**src/core/mem_refresh_pkg.sv**
```systemverilog
// constants and types shared by the refresh timer and memory option block
// assumes a single 50 MHz system clock and an Avalon-MM register port
package mem_refresh_pkg;

    // ****************************************************************
    // register byte offsets
    // ****************************************************************
    localparam logic [4:0] OFS_MTC  = 5'h00; // memory_timing_control
    localparam logic [4:0] OFS_RTCS = 5'h04; // refresh_timer_ctrl_status
    localparam logic [4:0] OFS_RCNT = 5'h08; // refresh_interval_counter
    localparam logic [4:0] OFS_RCON = 5'h0C; // refresh_compare_constant
    localparam logic [4:0] OFS_BC1  = 5'h10; // bus_control_one
    localparam logic [4:0] OFS_BSZ  = 5'h14; // area_bus_size_control

    // ****************************************************************
    // reset values and writable masks
    // ****************************************************************
    localparam logic [15:0] RST_MTC   = 16'h0000;
    localparam logic [15:0] RST_RTCS  = 16'h0000;
    localparam logic [7:0]  RST_RCNT  = 8'h00;
    localparam logic [7:0]  RST_RCON  = 8'h00;
    localparam logic [15:0] RST_BC1   = 16'h0000;
    localparam logic [15:0] RST_BSZ   = 16'h00FC;
    localparam logic [15:0] MASK_MTC  = 16'hFEFC;
    localparam logic [15:0] MASK_BC1  = 16'h1007;
    localparam logic [15:0] MASK_BSZ  = 16'h00FC;

    // ****************************************************************
    // field positions
    // ****************************************************************
    localparam int POS_BURST    = 10; // page_burst_enable
    localparam int POS_BANKHOLD = 9;  // bank_hold_mode
    localparam int POS_AMX2     = 7;  // addr_mux_select top bit
    localparam int POS_WIDTH    = 6;  // mem_width_select
    localparam int POS_AMX0     = 4;  // addr_mux_select low two bits
    localparam int POS_REFON    = 3;  // refresh_on
    localparam int POS_SELF     = 2;  // self_refresh_select
    localparam int POS_FLAG     = 7;  // compare_match_flag
    localparam int POS_IRQEN    = 6;  // match_irq_enable
    localparam int POS_CKS      = 3;  // counter_clock_select low bit
    localparam int POS_ENDIAN   = 12; // little endian select for area 2
    localparam int POS_AMT      = 0;  // area_memory_type low bit
    localparam int POS_SZ1      = 2;  // area 1 size field low bit

    // ****************************************************************
    // prescaler: divide ratio as a power of two, per clock select code
    // ****************************************************************
    localparam int PRE_BITS = 12;
    localparam logic [3:0] DIV_SHIFT [8] = '{4'h0, 4'h2, 4'h4, 4'h6,
                                             4'h8, 4'hA, 4'hB, 4'hC};

    // ****************************************************************
    // encodings
    // ****************************************************************
    typedef enum logic [1:0] {KIND_PLAIN, KIND_SDRAM, KIND_DRAM, KIND_PSRAM} area_kind_type;
    localparam logic [1:0] WID_BYTE = 2'h1; // bus size codes
    localparam logic [1:0] WID_WORD = 2'h2;
    localparam logic [1:0] WID_LONG = 2'h3;

endpackage

```
**src/core/refresh_prescaler.sv**
```systemverilog
// free running divider that issues one-cycle ticks for the refresh counter
// assumes select comes from a register on the same clock
`timescale 1ns/1ps
module refresh_prescaler
    import mem_refresh_pkg::*;
#(
    parameter int BITS = PRE_BITS
) (
    input  wire logic       REF_CLK,
    input  wire logic       ARST_N,
    input  wire logic [2:0] SEL,
    output logic            TICK
);

    typedef struct packed {
        logic [BITS-1:0] count;
        logic            tick;
    } pre_state_type;

    pre_state_type state;
    pre_state_type next_state;
    logic [BITS-1:0] mask;

    // ****************************************************************
    // tick when the low bits selected by a nonzero code are all ones; code 0 never ticks
    // ****************************************************************
    always_comb begin
        mask = BITS'((1 << DIV_SHIFT[SEL]) - 1);
        next_state = state;
        next_state.count = state.count + 1'b1;
        next_state.tick = (SEL != 3'h0) && ((state.count & mask) == mask);
    end

    // state register
    always_ff @(posedge REF_CLK or negedge ARST_N) begin
        if (!ARST_N) begin
            state <= '0;
        end else begin
            state <= next_state;
        end
    end

    assign TICK = state.tick;

endmodule

```
**src/core/memory_refresh_and_alignment.sv**
```systemverilog
// memory type options, refresh interval timer and access alignment planner
// assumes an Avalon-MM master on REF_CLK and a bus sequencer that runs the
// planned device cycles and pulses REFRESH_DONE after each refresh
`timescale 1ns/1ps
module memory_refresh_and_alignment
    import mem_refresh_pkg::*;
(
    input  wire logic        REF_CLK,
    input  wire logic        ARST_N,
    input  wire logic [4:0]  AVS_ADDRESS,
    input  wire logic        AVS_READ,
    input  wire logic        AVS_WRITE,
    input  wire logic [31:0] AVS_WRITEDATA,
    input  wire logic [3:0]  AVS_BYTEENABLE,
    output logic [31:0]      AVS_READDATA,
    output logic             AVS_WAITREQUEST,
    input  wire logic        SLAVE_MODE,
    input  wire logic [1:0]  AREA0_WIDTH,
    input  wire logic        ACC_VALID,
    input  wire logic [1:0]  ACC_AREA,
    input  wire logic [1:0]  ACC_SIZE,
    input  wire logic        ACC_FETCH,
    input  wire logic [31:0] ACC_ADDR,
    input  wire logic        ACC_BUSY,
    input  wire logic        REFRESH_DONE,
    output logic             XFER_VALID,
    output logic [31:0]      XFER_ADDR,
    output logic [1:0]       XFER_WIDTH,
    output logic [2:0]       XFER_COUNT,
    output logic             XFER_BURST,
    output logic             XFER_AUTO_PRE,
    output logic             XFER_SWAP,
    output logic [1:0]       XFER_KIND,
    output logic [3:0]       COL_BITS,
    output logic [2:0]       SDRAM_ORG,
    output logic             CFG_ERROR,
    output logic             REFRESH_REQ,
    output logic             SELF_REFRESH,
    output logic             IRQ
);

    // ****************************************************************
    // state
    // ****************************************************************
    typedef struct packed {
        logic [15:0] mtc;
        logic [15:0] rtcs;
        logic [7:0]  count;
        logic [7:0]  constant;
        logic [15:0] bc1;
        logic [15:0] bsz;
        logic        armed;
        logic        pending;
        logic        self_active;
        logic        ack;
        logic [31:0] rdata;
        logic [1:0]  slave_meta;
        logic [3:0]  width_meta;
        logic        xvalid;
        logic [31:0] xaddr;
        logic [1:0]  xwidth;
        logic [2:0]  xcount;
        logic        xburst;
        logic        xpre;
        logic        xswap;
        logic [1:0]  xkind;
    } core_state_type;

    core_state_type state;
    core_state_type next_state;
    logic           tick;
    logic           req;
    logic           wr_en;
    logic           slave;
    logic           refresh_on;
    logic           special_busy;
    logic [7:0]     inc;
    logic           match;
    logic [15:0]    wdata;
    logic [15:0]    lane;
    logic [2:0]     amt;
    logic [2:0]     amx;
    logic           width_long;
    area_kind_type  kind;
    logic [1:0]     width;
    logic [1:0]     size;
    logic [3:0]     dev_bytes;
    logic [3:0]     acc_bytes;

    // ****************************************************************
    // prescaler
    // ****************************************************************
    refresh_prescaler u_pre (
        .REF_CLK (REF_CLK),
        .ARST_N  (ARST_N),
        .SEL     (state.rtcs[POS_CKS +: 3]),
        .TICK    (tick)
    );

    // ****************************************************************
    // decoded controls
    // ****************************************************************
    assign req = AVS_READ || AVS_WRITE;
    assign wr_en = AVS_WRITE && state.ack;
    assign slave = state.slave_meta[1];
    assign refresh_on = state.mtc[POS_REFON] && !slave;
    assign amt = state.bc1[POS_AMT +: 3];
    assign amx = {state.mtc[POS_AMX2], state.mtc[POS_AMX0 +: 2]};
    assign width_long = state.mtc[POS_WIDTH];
    assign lane = {{8{AVS_BYTEENABLE[1]}}, {8{AVS_BYTEENABLE[0]}}};
    assign wdata = AVS_WRITEDATA[15:0];
    assign inc = state.count + 8'h01;
    assign match = tick && (inc == state.constant);

    // area kind from the memory type field
    always_comb begin
        kind = KIND_PLAIN;
        unique case (ACC_AREA)
            2'h2: begin
                if (amt == 3'h4 || amt == 3'h5) kind = KIND_SDRAM;
            end
            2'h3: begin
                if (amt == 3'h1 || amt == 3'h5) kind = KIND_SDRAM;
                else if (amt == 3'h2) kind = KIND_DRAM;
                else if (amt == 3'h3) kind = KIND_PSRAM;
            end
            2'h0, 2'h1: kind = KIND_PLAIN;
        endcase
    end

    // device width of the addressed area
    always_comb begin
        if (kind != KIND_PLAIN) begin
            width = width_long ? WID_LONG : WID_WORD;
        end else if (ACC_AREA == 2'h0) begin
            width = state.width_meta[3:2];
        end else begin
            width = state.bsz[POS_SZ1 + 2 * (32'(ACC_AREA) - 1) +: 2];
        end
        size = ACC_FETCH ? WID_LONG : ACC_SIZE;
        dev_bytes = 4'h1 << (width - 2'h1);
        acc_bytes = 4'h1 << (size - 2'h1);
    end

    // an SDRAM or PSRAM cycle in progress holds off self refresh entry
    assign special_busy = ACC_BUSY && (state.xkind == KIND_SDRAM || state.xkind == KIND_PSRAM);

    // ****************************************************************
    // next state
    // ****************************************************************
    always_comb begin
        next_state = state;
        // pin synchronisers
        next_state.slave_meta = {state.slave_meta[0], SLAVE_MODE};
        next_state.width_meta = {state.width_meta[1:0], AREA0_WIDTH};
        // bus answer one cycle after the request appears
        next_state.ack = req && !state.ack;
        if (AVS_READ && !state.ack) begin
            next_state.rdata = 32'h0000_0000; // unmapped reads zero
            unique case (AVS_ADDRESS)
                OFS_MTC:  next_state.rdata[15:0] = state.mtc;
                OFS_RTCS: next_state.rdata[15:0] = {8'h00, state.rtcs[7:0]};
                OFS_RCNT: next_state.rdata[15:0] = {8'h00, state.count};
                OFS_RCON: next_state.rdata[15:0] = {8'h00, state.constant};
                OFS_BC1:  next_state.rdata[15:0] = state.bc1;
                OFS_BSZ:  next_state.rdata[15:0] = state.bsz;
                default:  next_state.rdata = 32'h0000_0000;
            endcase
            if (AVS_ADDRESS == OFS_RTCS && state.rtcs[POS_FLAG]) begin
                next_state.armed = 1'b1;
            end
        end
        // register writes take effect at the answering edge
        if (wr_en) begin
            unique case (AVS_ADDRESS)
                OFS_MTC: begin
                    next_state.mtc = (state.mtc & ~(lane & MASK_MTC)) | (wdata & lane & MASK_MTC);
                end
                OFS_RTCS: begin
                    if (AVS_BYTEENABLE[0]) begin
                        next_state.rtcs[POS_IRQEN] = wdata[POS_IRQEN];
                        next_state.rtcs[POS_CKS +: 3] = wdata[POS_CKS +: 3];
                        if (!wdata[POS_FLAG] && state.armed) begin
                            next_state.rtcs[POS_FLAG] = 1'b0;
                            next_state.armed = 1'b0;
                        end
                    end
                end
                OFS_BC1: begin
                    next_state.bc1 = (state.bc1 & ~(lane & MASK_BC1)) | (wdata & lane & MASK_BC1);
                end
                OFS_BSZ: begin
                    next_state.bsz = (state.bsz & ~(lane & MASK_BSZ)) | (wdata & lane & MASK_BSZ);
                end
                default: begin
                end
            endcase
        end
        // interval counter: CPU write wins over counting
        if (wr_en && AVS_ADDRESS == OFS_RCNT && AVS_BYTEENABLE[0]) begin
            next_state.count = wdata[7:0];
        end else if (match) begin
            next_state.count = 8'h00;
        end else if (tick) begin
            next_state.count = inc;
        end
        if (wr_en && AVS_ADDRESS == OFS_RCON && AVS_BYTEENABLE[0]) begin
            next_state.constant = wdata[7:0];
        end
        // a match sets the flag even in the cycle software clears it
        if (match) begin
            next_state.rtcs[POS_FLAG] = 1'b1;
        end
        // self refresh entry and exit
        if (!refresh_on || !state.mtc[POS_SELF]) begin
            next_state.self_active = 1'b0;
        end else if (!special_busy) begin
            next_state.self_active = 1'b1;
        end
        // refresh request: done clears, a new match sets; never counted
        if (REFRESH_DONE) begin
            next_state.pending = 1'b0;
        end
        if (match && refresh_on && !state.self_active) begin
            next_state.pending = 1'b1;
        end
        if (!refresh_on || state.self_active) begin
            next_state.pending = 1'b0;
        end
        // access plan captured per request
        next_state.xvalid = ACC_VALID;
        if (ACC_VALID) begin
            next_state.xkind = kind;
            next_state.xwidth = width;
            next_state.xaddr = ACC_FETCH ? {ACC_ADDR[31:2], 2'b00} : ACC_ADDR;
            next_state.xcount = (acc_bytes > dev_bytes) ? 3'(acc_bytes / dev_bytes) : 3'h1;
            next_state.xburst = (kind == KIND_SDRAM) ||
                ((kind == KIND_DRAM || kind == KIND_PSRAM) && state.mtc[POS_BURST]);
            next_state.xpre = (kind == KIND_SDRAM) &&
                (!state.mtc[POS_BANKHOLD] || ACC_AREA == 2'h2);
            next_state.xswap = state.bc1[POS_ENDIAN] && ACC_AREA == 2'h2 && width != WID_BYTE;
        end
    end

    // ****************************************************************
    // state register
    // ****************************************************************
    always_ff @(posedge REF_CLK or negedge ARST_N) begin
        if (!ARST_N) begin
            state <= '0;
            state.mtc <= RST_MTC;
            state.rtcs <= RST_RTCS;
            state.count <= RST_RCNT;
            state.constant <= RST_RCON;
            state.bc1 <= RST_BC1;
            state.bsz <= RST_BSZ;
            state.xwidth <= WID_LONG;
            state.xcount <= 3'h1;
        end else begin
            state <= next_state;
        end
    end

    // ****************************************************************
    // outputs
    // ****************************************************************
    assign AVS_WAITREQUEST = req && !state.ack;
    assign AVS_READDATA = state.rdata;
    assign XFER_VALID = state.xvalid;
    assign XFER_ADDR = state.xaddr;
    assign XFER_WIDTH = state.xwidth;
    assign XFER_COUNT = state.xcount;
    assign XFER_BURST = state.xburst;
    assign XFER_AUTO_PRE = state.xpre;
    assign XFER_SWAP = state.xswap;
    assign XFER_KIND = state.xkind;
    assign COL_BITS = 4'h8 + {2'b00, amx[1:0]};
    assign SDRAM_ORG = amx;
    // reserved or narrow-bus-illegal multiplex codes
    assign CFG_ERROR = (amx[2] && amx != 3'h7) ||
        (!width_long && (amx == 3'h1 || amx == 3'h2));
    // refresh waits while an external cycle runs
    assign REFRESH_REQ = state.pending && !ACC_BUSY;
    assign SELF_REFRESH = state.self_active;
    assign IRQ = state.rtcs[POS_FLAG] && state.rtcs[POS_IRQEN];
endmodule

```
**config.mk**
```make
export PLATFORM = sky130hd
export DESIGN_NAME = memory_refresh_and_alignment
export DESIGN_NICKNAME = d
export VERILOG_FILES = /design/src/core/mem_refresh_pkg.sv /design/src/core/refresh_prescaler.sv /design/src/core/memory_refresh_and_alignment.sv
export SDC_FILE = /design/constraint.sdc
export NUM_CORES = 1
export LEC_CHECK = 0
export ABC_AREA = 1
export BUFFER_PORTS_ARGS = -buffer_cell sky130_fd_sc_hd__buf_2
export CORE_MARGIN = 2
export CORE_UTILIZATION = 35
export DETAILED_ROUTE_END_ITERATION = 16
export SLEW_MARGIN = 20
export SYNTH_ARGS = -nofsm -noshare
export SYNTH_HDL_FRONTEND = slang
export SYNTH_SLANG_ARGS = --single-unit
export TNS_END_PERCENT = 20
```
**constraint.sdc**
```tcl
create_clock -name REF_CLK -period 6.3 [get_ports REF_CLK]
set_input_delay 1.26 -clock REF_CLK [delete_from_list [all_inputs] [get_ports REF_CLK]]
set_output_delay 1.26 -clock REF_CLK [all_outputs]
set_load 0.01 [all_outputs]
```
; Word level (Yosys, flattened, before mapping)
; Memory sizes are Yosys's and may differ from the RTL's.
; Cells that the tools add are included.
[op_classes]
n_addsub = 8
n_div = 1
n_lt_le_gt_ge = 2
eq_ne = 25
n_shift = 4
n_mux = 33
n_bitwise = 12
reduce_logical = 59
[op_table]
columns = operator, n
row1 = case mux 16 bit (6 select lines), 1
row2 = AND 16 bit, 4
row3 = variable part select 16 x 33 -> 2 bit, 1
row4 = two-way mux 8 bit, 3
row5 = logical AND 1 bit, 23
row6 = inverter 13 -> 16 bit, 1
row7 = inverter 16 bit, 1
row8 = inverter 8 -> 16 bit, 1
row9 = bitwise OR 16 x 13 -> 16 bit, 1
row10 = bitwise OR 16 bit, 1
row11 = bitwise OR 16 x 8 -> 16 bit, 1
row12 = two-way mux 1 bit, 15
row13 = two-way mux 5 bit, 3
row14 = two-way mux 2 bit, 7
row15 = "adder 12 x 1 -> 12 bit, second input constant", 1
row16 = AND 12 bit, 1
row17 = == test 12 bit, 1
row18 = "<< shifter 1 x 4 -> 12 bit, first input constant", 1
row19 = "subtractor 12 x 2 -> 12 bit, second input constant", 1
row20 = logical OR 1 bit, 11
row21 = "== test 2 bit, second input constant", 5
row22 = "== test 5 x 4 -> 1 bit, second input constant", 2
row23 = "== test 5 bit, second input constant", 2
row24 = nonzero test 2 bit, 5
row25 = 29 further kinds, 51
[word_totals]
regBits = 151
mem_bits_ro = 32
out_inout_bits = 87
memories = 1
[memory_table]
columns = name, words, word_bits, rd, rd_ports_with_merged_regs, write_ports, line_no
row1 = (name not given), 8, 4, 1, 0, 0, refresh_prescaler.sv:28  ; mask = BITS'((1 << DIV_SHIFT[SEL]) - 1);

; Depth between registers and ports, before layout
; Gate-level depths: netlist of run 1.
[depth]
word_depth = 11
ltp_mapped = 34
depth_no_buf = 34

; Cells and area by module
; From an unflattened synthesis of run 1, not the netlist that was laid out.
[hier_totals]
hier_cells = 886
area_unflattened_um2 = 7073.0
[by_module_without_submodules]
columns = module, instances, cells_each, area_each_um2
row1 = memory_refresh_and_alignment, 1, 785, 6273.5
row2 = refresh_prescaler, 1, 101, 799.5

; Worst setup path after synthesis of run 1
; No wires, ideal clock.
[synth_timing]
path_type = input to register
startpoint = input port ACC_AREA[0]
endpoint = register state (netlist bit XFER_COUNT[0])
setup_time_ns = 0.073
arrival_time_ns = 5.492
required_ns = 6.227
path_slack_ns = 0.735
cell_stages = 28
path_buffers = 0
cell_sequence = inv_1 ha_1 nor4_2 nor2_1 o21ai_1 inv_1 ha_1 inv_1 ha_1 nand3_1 a22oi_1 ha_1 o21a_1 o21ai_0 o21ai_0 ha_1 a21oi_1 nand2_1 nand2_1 a21oi_1 inv_1 o21ai_0 ha_1 a21boi_0 o21ai_0 nand2_1 nand2_1 a21oi_1
[synth_via]
elab_chain_len = 9
[synth_rtl]
columns = element, line_no
row1 = start: declaration, memory_refresh_and_alignment.sv:20  ; input wire logic [1:0] ACC_AREA,
row2 = "subtractor 2 x 1 -> 3 bit, or another cell as far along", memory_refresh_and_alignment.sv:138  ; width = state.bsz[POS_SZ1 + 2 * (32'(ACC_AREA) - 1) +: 2];
row3 = adder 3 x 4 -> 5 bit or OR reduction 2 bit (tied branches), "memory_refresh_and_alignment.sv:138, memory_refresh_and_alignment.sv:118"
row4 = variable part select 16 x 33 -> 2 bit or case mux 2 bit (3 select lines) (tied branches), "memory_refresh_and_alignment.sv:138, memory_refresh_and_alignment.sv:118"
row5 = two-way mux 2 bit or nonzero test 2 bit (tied branches), "memory_refresh_and_alignment.sv:135, memory_refresh_and_alignment.sv:133"
row6 = two-way mux 2 bit *, memory_refresh_and_alignment.sv:133  ; if (kind != KIND_PLAIN) begin
row7 = net width[0], memory_refresh_and_alignment.sv:85  ; logic [1:0] width;
row8 = subtractor 2 x 1 -> 2 bit *, memory_refresh_and_alignment.sv:141  ; dev_bytes = 4'h1 << (width - 2'h1);
row9 = << shifter 1 x 2 -> 4 bit *, memory_refresh_and_alignment.sv:141
row10 = divider 4 x 4 -> 4 bit or > comparator 4 bit (tied branches), memory_refresh_and_alignment.sv:236  ; next_state.xcount = (acc_bytes > dev_bytes) ? 3'(acc_bytes / dev_bytes) : 3'h1;
row11 = two-way mux 3 bit *, memory_refresh_and_alignment.sv:236
row12 = end signal: assignment, memory_refresh_and_alignment.sv:260  ; state <= next_state;
row13 = end: declaration, memory_refresh_and_alignment.sv:69  ; core_state_type state;
; The timed path passes the listed nets; every way through them passes the cells marked *.
; A chain may end at the register's enable or synchronous reset.

; Final worst setup path of run 1
; Ends and elaborated chain as after synthesis.

==> metrics.md, run 1 <==
| Metric | Value |
|---|---|
| Status | completed |
| Asr flop ratio synth | 100% |
| Post-DR vias/cell | between 4 and 5 |
| PortBufs | 136 |
| Post-cts sizing count | 0 |
| Setup tns final | 0 ns |
| Clock Sinks | 125 |
| Synth Area in Adders | approximately 5.5% |
| Syn avg cell area | 8.08 um2 |
| Routed WL per cell | 13.1 um |
| Post-Synthesis Cells | 876 |
| Library cells used by synthesis | 41 |
| Post-CTS setup buffer count | 0 |
| Final WS setup | 0.623 ns |
| FP Rows | 52 |
| Initial core utilization | 35.3% |
| Critical path required time | 6.64 ns |
| Multiplexer share of the synthesized area | 0.795% |
| Overflow after GRT | 0 |
| Die area | between 20000 and 25000 um2 |
| Post-synth EDFFs | 0 |
| Number of DRC markers in iteration 0 | 362 |
| Final Hold Violating Endpoints | 0 |
| Hold WS | between 0.3 and 0.4 ns |
| Fmax | 0.176 GHz |
| Vias | roughly 5.6k |
| Wirelength, routed | ~16000 um |
| TritonCTS clock tree | built |
| Post-synth top area share | 41.0% |
| Synth warn | 0 |
| Die height | 146 um |
| First-pass GRT wire length | 27100 um |
| Synth Area in Simple Gates | 24.8% |
| GPL Wtd Cong | 0.814 |
| Crit path arrival time | 6.02 ns |
| Xor and xnor area share after synthesis | 1.48% |
| CP max stage delay | 0.32 ns |
| Hold_buf cts | 0 |
| Ports | 175 |
| Slew Limit Fails | 0 |
| CP Launch Type | primary input |
| DP Wirelength | roughly 12000 um |
| Pin count of the biggest net entering global routing | 74 |
| Critical path endpoint category | flop |
| Final period util | 90.1% |
| Compound-Gate Fraction of Synth Area | under 10% |
| DR DRC count | 0 |
| Layout cells sized above 1 | 23.4% |
| Pre-antenna DRT Iters | 7 |
| Largest family of logic cells by synthesized area | simple AND/OR/NAND/NOR gates |
| Worst hold path type | reg -> reg |
| CTS clock-pin slew for the worst setup and hold paths | approximately 0.060 ns |
| CTS Buf Count | 17 |
| Clk Latency, worst-skew pair | between 0.4 and 0.5 ns |
| Crit Path Category | in -> reg |
| Placed cells | around 1.2k |
| Syn Std Cell Area | 7080 um2 |
| PD cells | 285 nW/um2 |
| Sequential share of the synthesized area | around 44% |
| CTS Root Cell | clkbuf_16 |
| Main synth FF type | dfrtp_1 |
| # setup viols final | 0 |
| Die X | 146 um |
| Area contributors post-synth | dfrtp_1, nand2_1, buf_4 |
| RSZ-0062 raised after global routing | no |
| Setup Skew | 0.00750 ns |
| Worst slack, placed | 0.274 ns |
| Leakage | 4.28 nW |
| Max Root-Sink Buffers | 2 |
| Most common cell in the netlist | nand2_1 |
| H-tree depth | 4 |
| Area Overhead vs Synth | 15.9% |
| Crit-path slowest cell | ha_1 |
| Vias in the first global route | 5401 |
| Antenna Violating Nets Remaining | 0 |
| Post-route minimum period | 5.68 ns |
| Initial antenna violation count | 0 |
| Most instantiated cells after synthesis | nand2_1, dfrtp_1, inv_1, buf_4, nor2_1 |
| Slew @ Worst Pin | between 0.9 and 1 ns |
| Most area-hungry cell type in the Yosys netlist | dfrtp_1 |
| # nets final | 1080 |
| Final Non-Filler Cells | 1244 |
| Crit path max fanout | 7 |
| Rel. slew slack | 37.9% |
| Peak VDD IR | approximately 200 uV |
| Yosys reg bits | 125 |
| Final Util | around two fifths |
| Core area | 20000 um2 |
| Max cap viols | 0 |
| Total track usage | 15.8% |
## metal layers
layer,GRT usage [%],vias up,part of all wire [%]
met2,26.3,128,49
li1,-,2855,-
met4,5.63,0,2.0
met1,20.2,2645,45
met5,0,-,0
met3,3.47,21,4.6
## through the flow
step | total power, W | cell area [um2]
after floorplan | 0.00120 | 7140
after global placement | 0.00128 | 7560
after detailed placement | 0.00129 | 7560
after CTS | 0.00237 | 8200
after global routing | 0.00248 | 8200
final | 0.00234 | 8200
## layout by cell type, fill, tap and decap left out, drive strengths merged, types with 2 or more instances in the layout
cell      instances
ha               31
xor2              7
nor3              2
a31oi             2
nand4             8
o211ai            2
clkinv            7
o22ai            13
or2               2
nor4              2
nand3            42
clkinvlp          2
nand2           284
nor2             56
a21oi            17
xnor2             5
o31ai             3
o21ai            63
buf             141
mux2              5
inv             104
dfrtp           116
clkbuf           17
o21a              2
conb             19
bufinv            5
dfstp             9
## worst max-delay path: cells and delay by family
kind	cells	cell delay, ns
AO/OA/AOI/OAI	11	1.40
AND/OR/NAND/NOR	8	0.81
buffers and inverters	8	0.90
adder cells (fa/ha/maj)	6	1.67
## area by class of cell
| cell class | count | area, um2 |
|---|---|---|
| Fill cell | 2095 | 11800 |
| Sequential cell | 125 | 3140 |
| Multi-Input combinational cell | 572 | 2970 |
| Timing Repair Buffer | 141 | 721 |
| Clock buffer | 17 | 425 |
| Inverter | 104 | 390 |
| Tap cell | 270 | 338 |
| Clock inverter | 14 | 219 |
| Antenna cell | 1 | 2.50 |
## cells by family (layout without fill, tap and decap cells)
family                   count (synthesis)  in the layout
multiplexers                             5              5
buffers and inverters                  196            276
AND/OR/NAND/NOR                        397            397
adder cells (fa/ha/maj)                 31             31
AO/OA/AOI/OAI                          108            108
other                                    2             20
flip-flops                             125            125
XOR/XNOR                                12             12
## power breakdown
part / internal (W) / switching (W) / leakage [nW] / total (W)
combinational: 0.000139 / 0.000222 / 2.39 / 0.000362
sequential: 0.000868 / 0.0000457 / 1.59 / 0.000913
clock: 0.000701 / 0.000366 / 0.309 / 0.00107
total: 0.00171 / 0.000634 / 4.28 / 0.00234
## path summary, 6_finish.rpt
check                                          from                            to  slack (ns)  depth (start not counted)
max in group asynchronous                    ARST_N        state[127]$_DFFE_PN0P_        4.02                          2
hold reg to reg            next_state[46]$_DFF_PN0_           state[46]$_DFF_PN0_        0.35                          0
min in group asynchronous                    ARST_N  AVS_READDATA[15]$_DFFE_PN0P_        0.88                          1
setup / recovery                        ACC_AREA[0]     XFER_COUNT[0]$_DFFE_PN1P_        0.62                         33
hold / removal             next_state[46]$_DFF_PN0_           state[46]$_DFF_PN0_        0.35                          0
setup reg to reg                               flop     XFER_COUNT[0]$_DFFE_PN1P_        1.52                         30
Power figures use the tool's default switching activity.
==> inputs of run 2 (changes only) <==
--- a/config.mk
+++ b/config.mk
@@ -7,9 +7,12 @@
 export LEC_CHECK = 0
 export ABC_AREA = 1
 export BUFFER_PORTS_ARGS = -buffer_cell sky130_fd_sc_hd__buf_2
+export CELL_PAD_IN_SITES_DETAIL_PLACEMENT = 0
+export CELL_PAD_IN_SITES_GLOBAL_PLACEMENT = 1
 export CORE_MARGIN = 2
 export CORE_UTILIZATION = 35
 export DETAILED_ROUTE_END_ITERATION = 16
+export PLACE_DENSITY_LB_ADDON = 0.1
 export SLEW_MARGIN = 20
 export SYNTH_ARGS = -nofsm -noshare
 export SYNTH_HDL_FRONTEND = slang
==> run 2 against run 1 <==
Critical path type unchanged. Largest power group unchanged. Clock skew up 0.0026 ns. Critical endpoint unchanged. Clock power down 8%. Global-route usage up 1.1 points. Wire length up 6.9%. Critical path depth down 2.
==> metrics.md, run 2 (same netlist as run 1, synthesis figures left out) <==
| Metric | Value |
|---|---|
| Layout cells sized above 1 | 23.7% |
| Pin count of the biggest net entering global routing | 76 |
| Crit-path most repeated cell | ha_1 |
| Worst hold path type | reg -> reg |
| Placed cells | 1214 |
| # diodes | 0 |
| Post-CTS setup buffer count | 0 |
| Vias | 5503 |
| Leakage | 4.28 nW |
| CP max stage delay | 0.42 ns |
| CP Launch Type | primary input |
| Critical path endpoint category | flop |
| R2r setup slk | around 1.6 ns |
| Initial core utilization | 35.3% |
| Rel. slew slack | 47.6% |
| Final Hold Violating Endpoints | 0 |
| Final WS setup | 0.726 ns |
| Final period util | ~88% |
| Slew Limit Fails | 0 |
| GPL Wtd Cong | around 0.78 |
| Antenna Violating Nets Remaining | 0 |
| PD cells | 276 nW/um2 |
| Critical path required time | 6.66 ns |
| Reg2Reg Depth | 28 |
| WHS Endpoint | slave$_DFF_PN0_ |
| Max cap viols | 0 |
| # fillers | ~2.1k |
| Routed WL per cell | 13.9 um |
| Top routing layer in use | met4 |
| FP Rows | 52 |
| DP Wirelength | around 13000 um |
| Post-route minimum period | 5.57 ns |
| Peak VDD IR | 167 uV |
| Wirelength, routed | approximately 17000 um |
| Commonest cells after routing, fill and taps aside | nand2_1, buf_2, dfrtp_1, inv_1, nor2_1 |
| CTS Buf Count | 17 |
| Wl on met1 | approximately 8000 um |
| Fmax | 0.179 GHz |
| Die X | 146 um |
| CTS Root Cell | clkbuf_16 |
| R2R Path End | XFER_COUNT[0]$_DFFE_PN1P_ |
| Total track usage | roughly 17% |
| Vias in the first global route | 5263 |
| Routed wl met2 | 8540 um |
| # setup viols final | 0 |
| Overflow after GRT | 0 |
| Slew @ Worst Pin | 0.784 ns |
| First-pass GRT wire length | roughly 28000 um |
| DR DRC count | 0 |
| Crit Path Category | in -> reg |
| Crit-path slowest cell | nor4_2 |
| Setup tns final | 0 ns |
| Final Non-Filler Cells | 1247 |
| Number of DRC markers in iteration 0 | ~220 |
| Clock Sinks | 125 |
| Post-cts sizing count | 0 |
| Worst slack, placed | between 0.2 and 0.3 ns |
| Max Root-Sink Buffers | 2 |
| Hold-critical path depth | 0 |
| Commonest non-fill, non-tap cell in the layout | nand2_1 |
| TritonCTS clock tree | built |
| Initial antenna violation count | 0 |
| Worst Hold Launch | next_state[48]$_DFF_PN0_ |
| Ports | 175 |
| Setup Skew | 0.0101 ns |
| Die area | 21400 um2 |
| Crit path arrival time | 5.93 ns |
| PortBufs | approximately 140 |
| Post-DR vias/cell | 4.41 |
| Status | completed |
| CTS clock-pin slew for the worst setup and hold paths | roughly 0.060 ns |
| Crit path max fanout | 7 |
| Area Overhead vs Synth | 15.6% |
| Core area | 20000 um2 |
| Met3 routed WL | 682 um |
| RSZ-0062 raised after global routing | no |
| Clk Latency, worst-skew pair | 0.42 ns |
| Hold_buf cts | 0 |
| # nets final | 1083 |
| H-tree depth | 4 |
| Pre-antenna DRT Iters | 4 |
| Die height | 146 um |
-- run 2: cell types whose count changed in the layout (fill, tap and decap cells not counted), sizes merged --
cell    change
inv         +6
clkinv      -2
diode       -1
bufinv      -3
buf         +3
-- run 2: cell type report --
cell class | instances | area [um2] | share of cell area [%]
flip-flops and latches | 125 | 3140 | 38.4
multi-input cells | 572 | 2970 | 36.3
repair buffers | 144 | 763 | 9.33
clock buffers | 17 | 425 | 5.20
inverters | 104 | 390 | 4.77
well taps | 270 | 338 | 4.13
clock inverters | 15 | 159 | 1.94
-- run 2: critical path, delay by kind of cell --
family	cells	cell delay, ns
AO/OA/AOI/OAI	11	1.49
adder cells (fa/ha/maj)	6	1.52
buffers and inverters	6	0.70
AND/OR/NAND/NOR	8	0.96
-- run 2: worst max path at each step --
stage / from / endpoint / slack (ns) / cells after the start
after floorplan: ACC_AREA[0] / XFER_COUNT[0]$_DFFE_PN1P_ / 0.73 / 28
after global placement: ACC_AREA[0] / XFER_COUNT[0]$_DFFE_PN1P_ / 0.28 / 31
after detailed placement: ACC_AREA[0] / XFER_COUNT[0]$_DFFE_PN1P_ / 0.29 / 31
after CTS: ACC_AREA[0] / XFER_COUNT[0]$_DFFE_PN1P_ / 0.73 / 31
after global routing: ACC_AREA[0] / XFER_COUNT[0]$_DFFE_PN1P_ / 0.24 / 32
final: ACC_AREA[0] / XFER_COUNT[0]$_DFFE_PN1P_ / 0.73 / 31
-- run 2: where the power goes --
| group | total (W) | internal (W) | switching [W] |
|---|---|---|---|
| Combinational | 0.000367 | 0.000142 | 0.000225 |
| Sequential | 0.000912 | 0.000867 | 0.0000455 |
| Clock | 0.000981 | 0.000589 | 0.000392 |
| Total | 0.00226 | 0.00160 | 0.000662 |
-- run 2: layer usage --
| layer | global-route usage, % | vias up |
|---|---|---|
| met5 | 0 | - |
| met4 | 5.24 | 0 |
| met3 | 3.88 | 16 |
| met1 | 21.6 | 2536 |
| li1 | - | 2856 |
| met2 | 28.4 | 95 |
-- run 2: through the flow --
step	power, W	hold slack (ns)	util [%]	area [um2]
2_1_floorplan	0.00120	0.331	-	7140
3_3_place_gp	0.00130	0.334	37.8	7570
3_5_place_dp	0.00130	0.335	37.8	7570
4_1_cts	0.00229	0.350	40.7	8160
5_1_grt	0.00239	0.358	40.8	8180
6_report	0.00226	0.348	40.8	8180
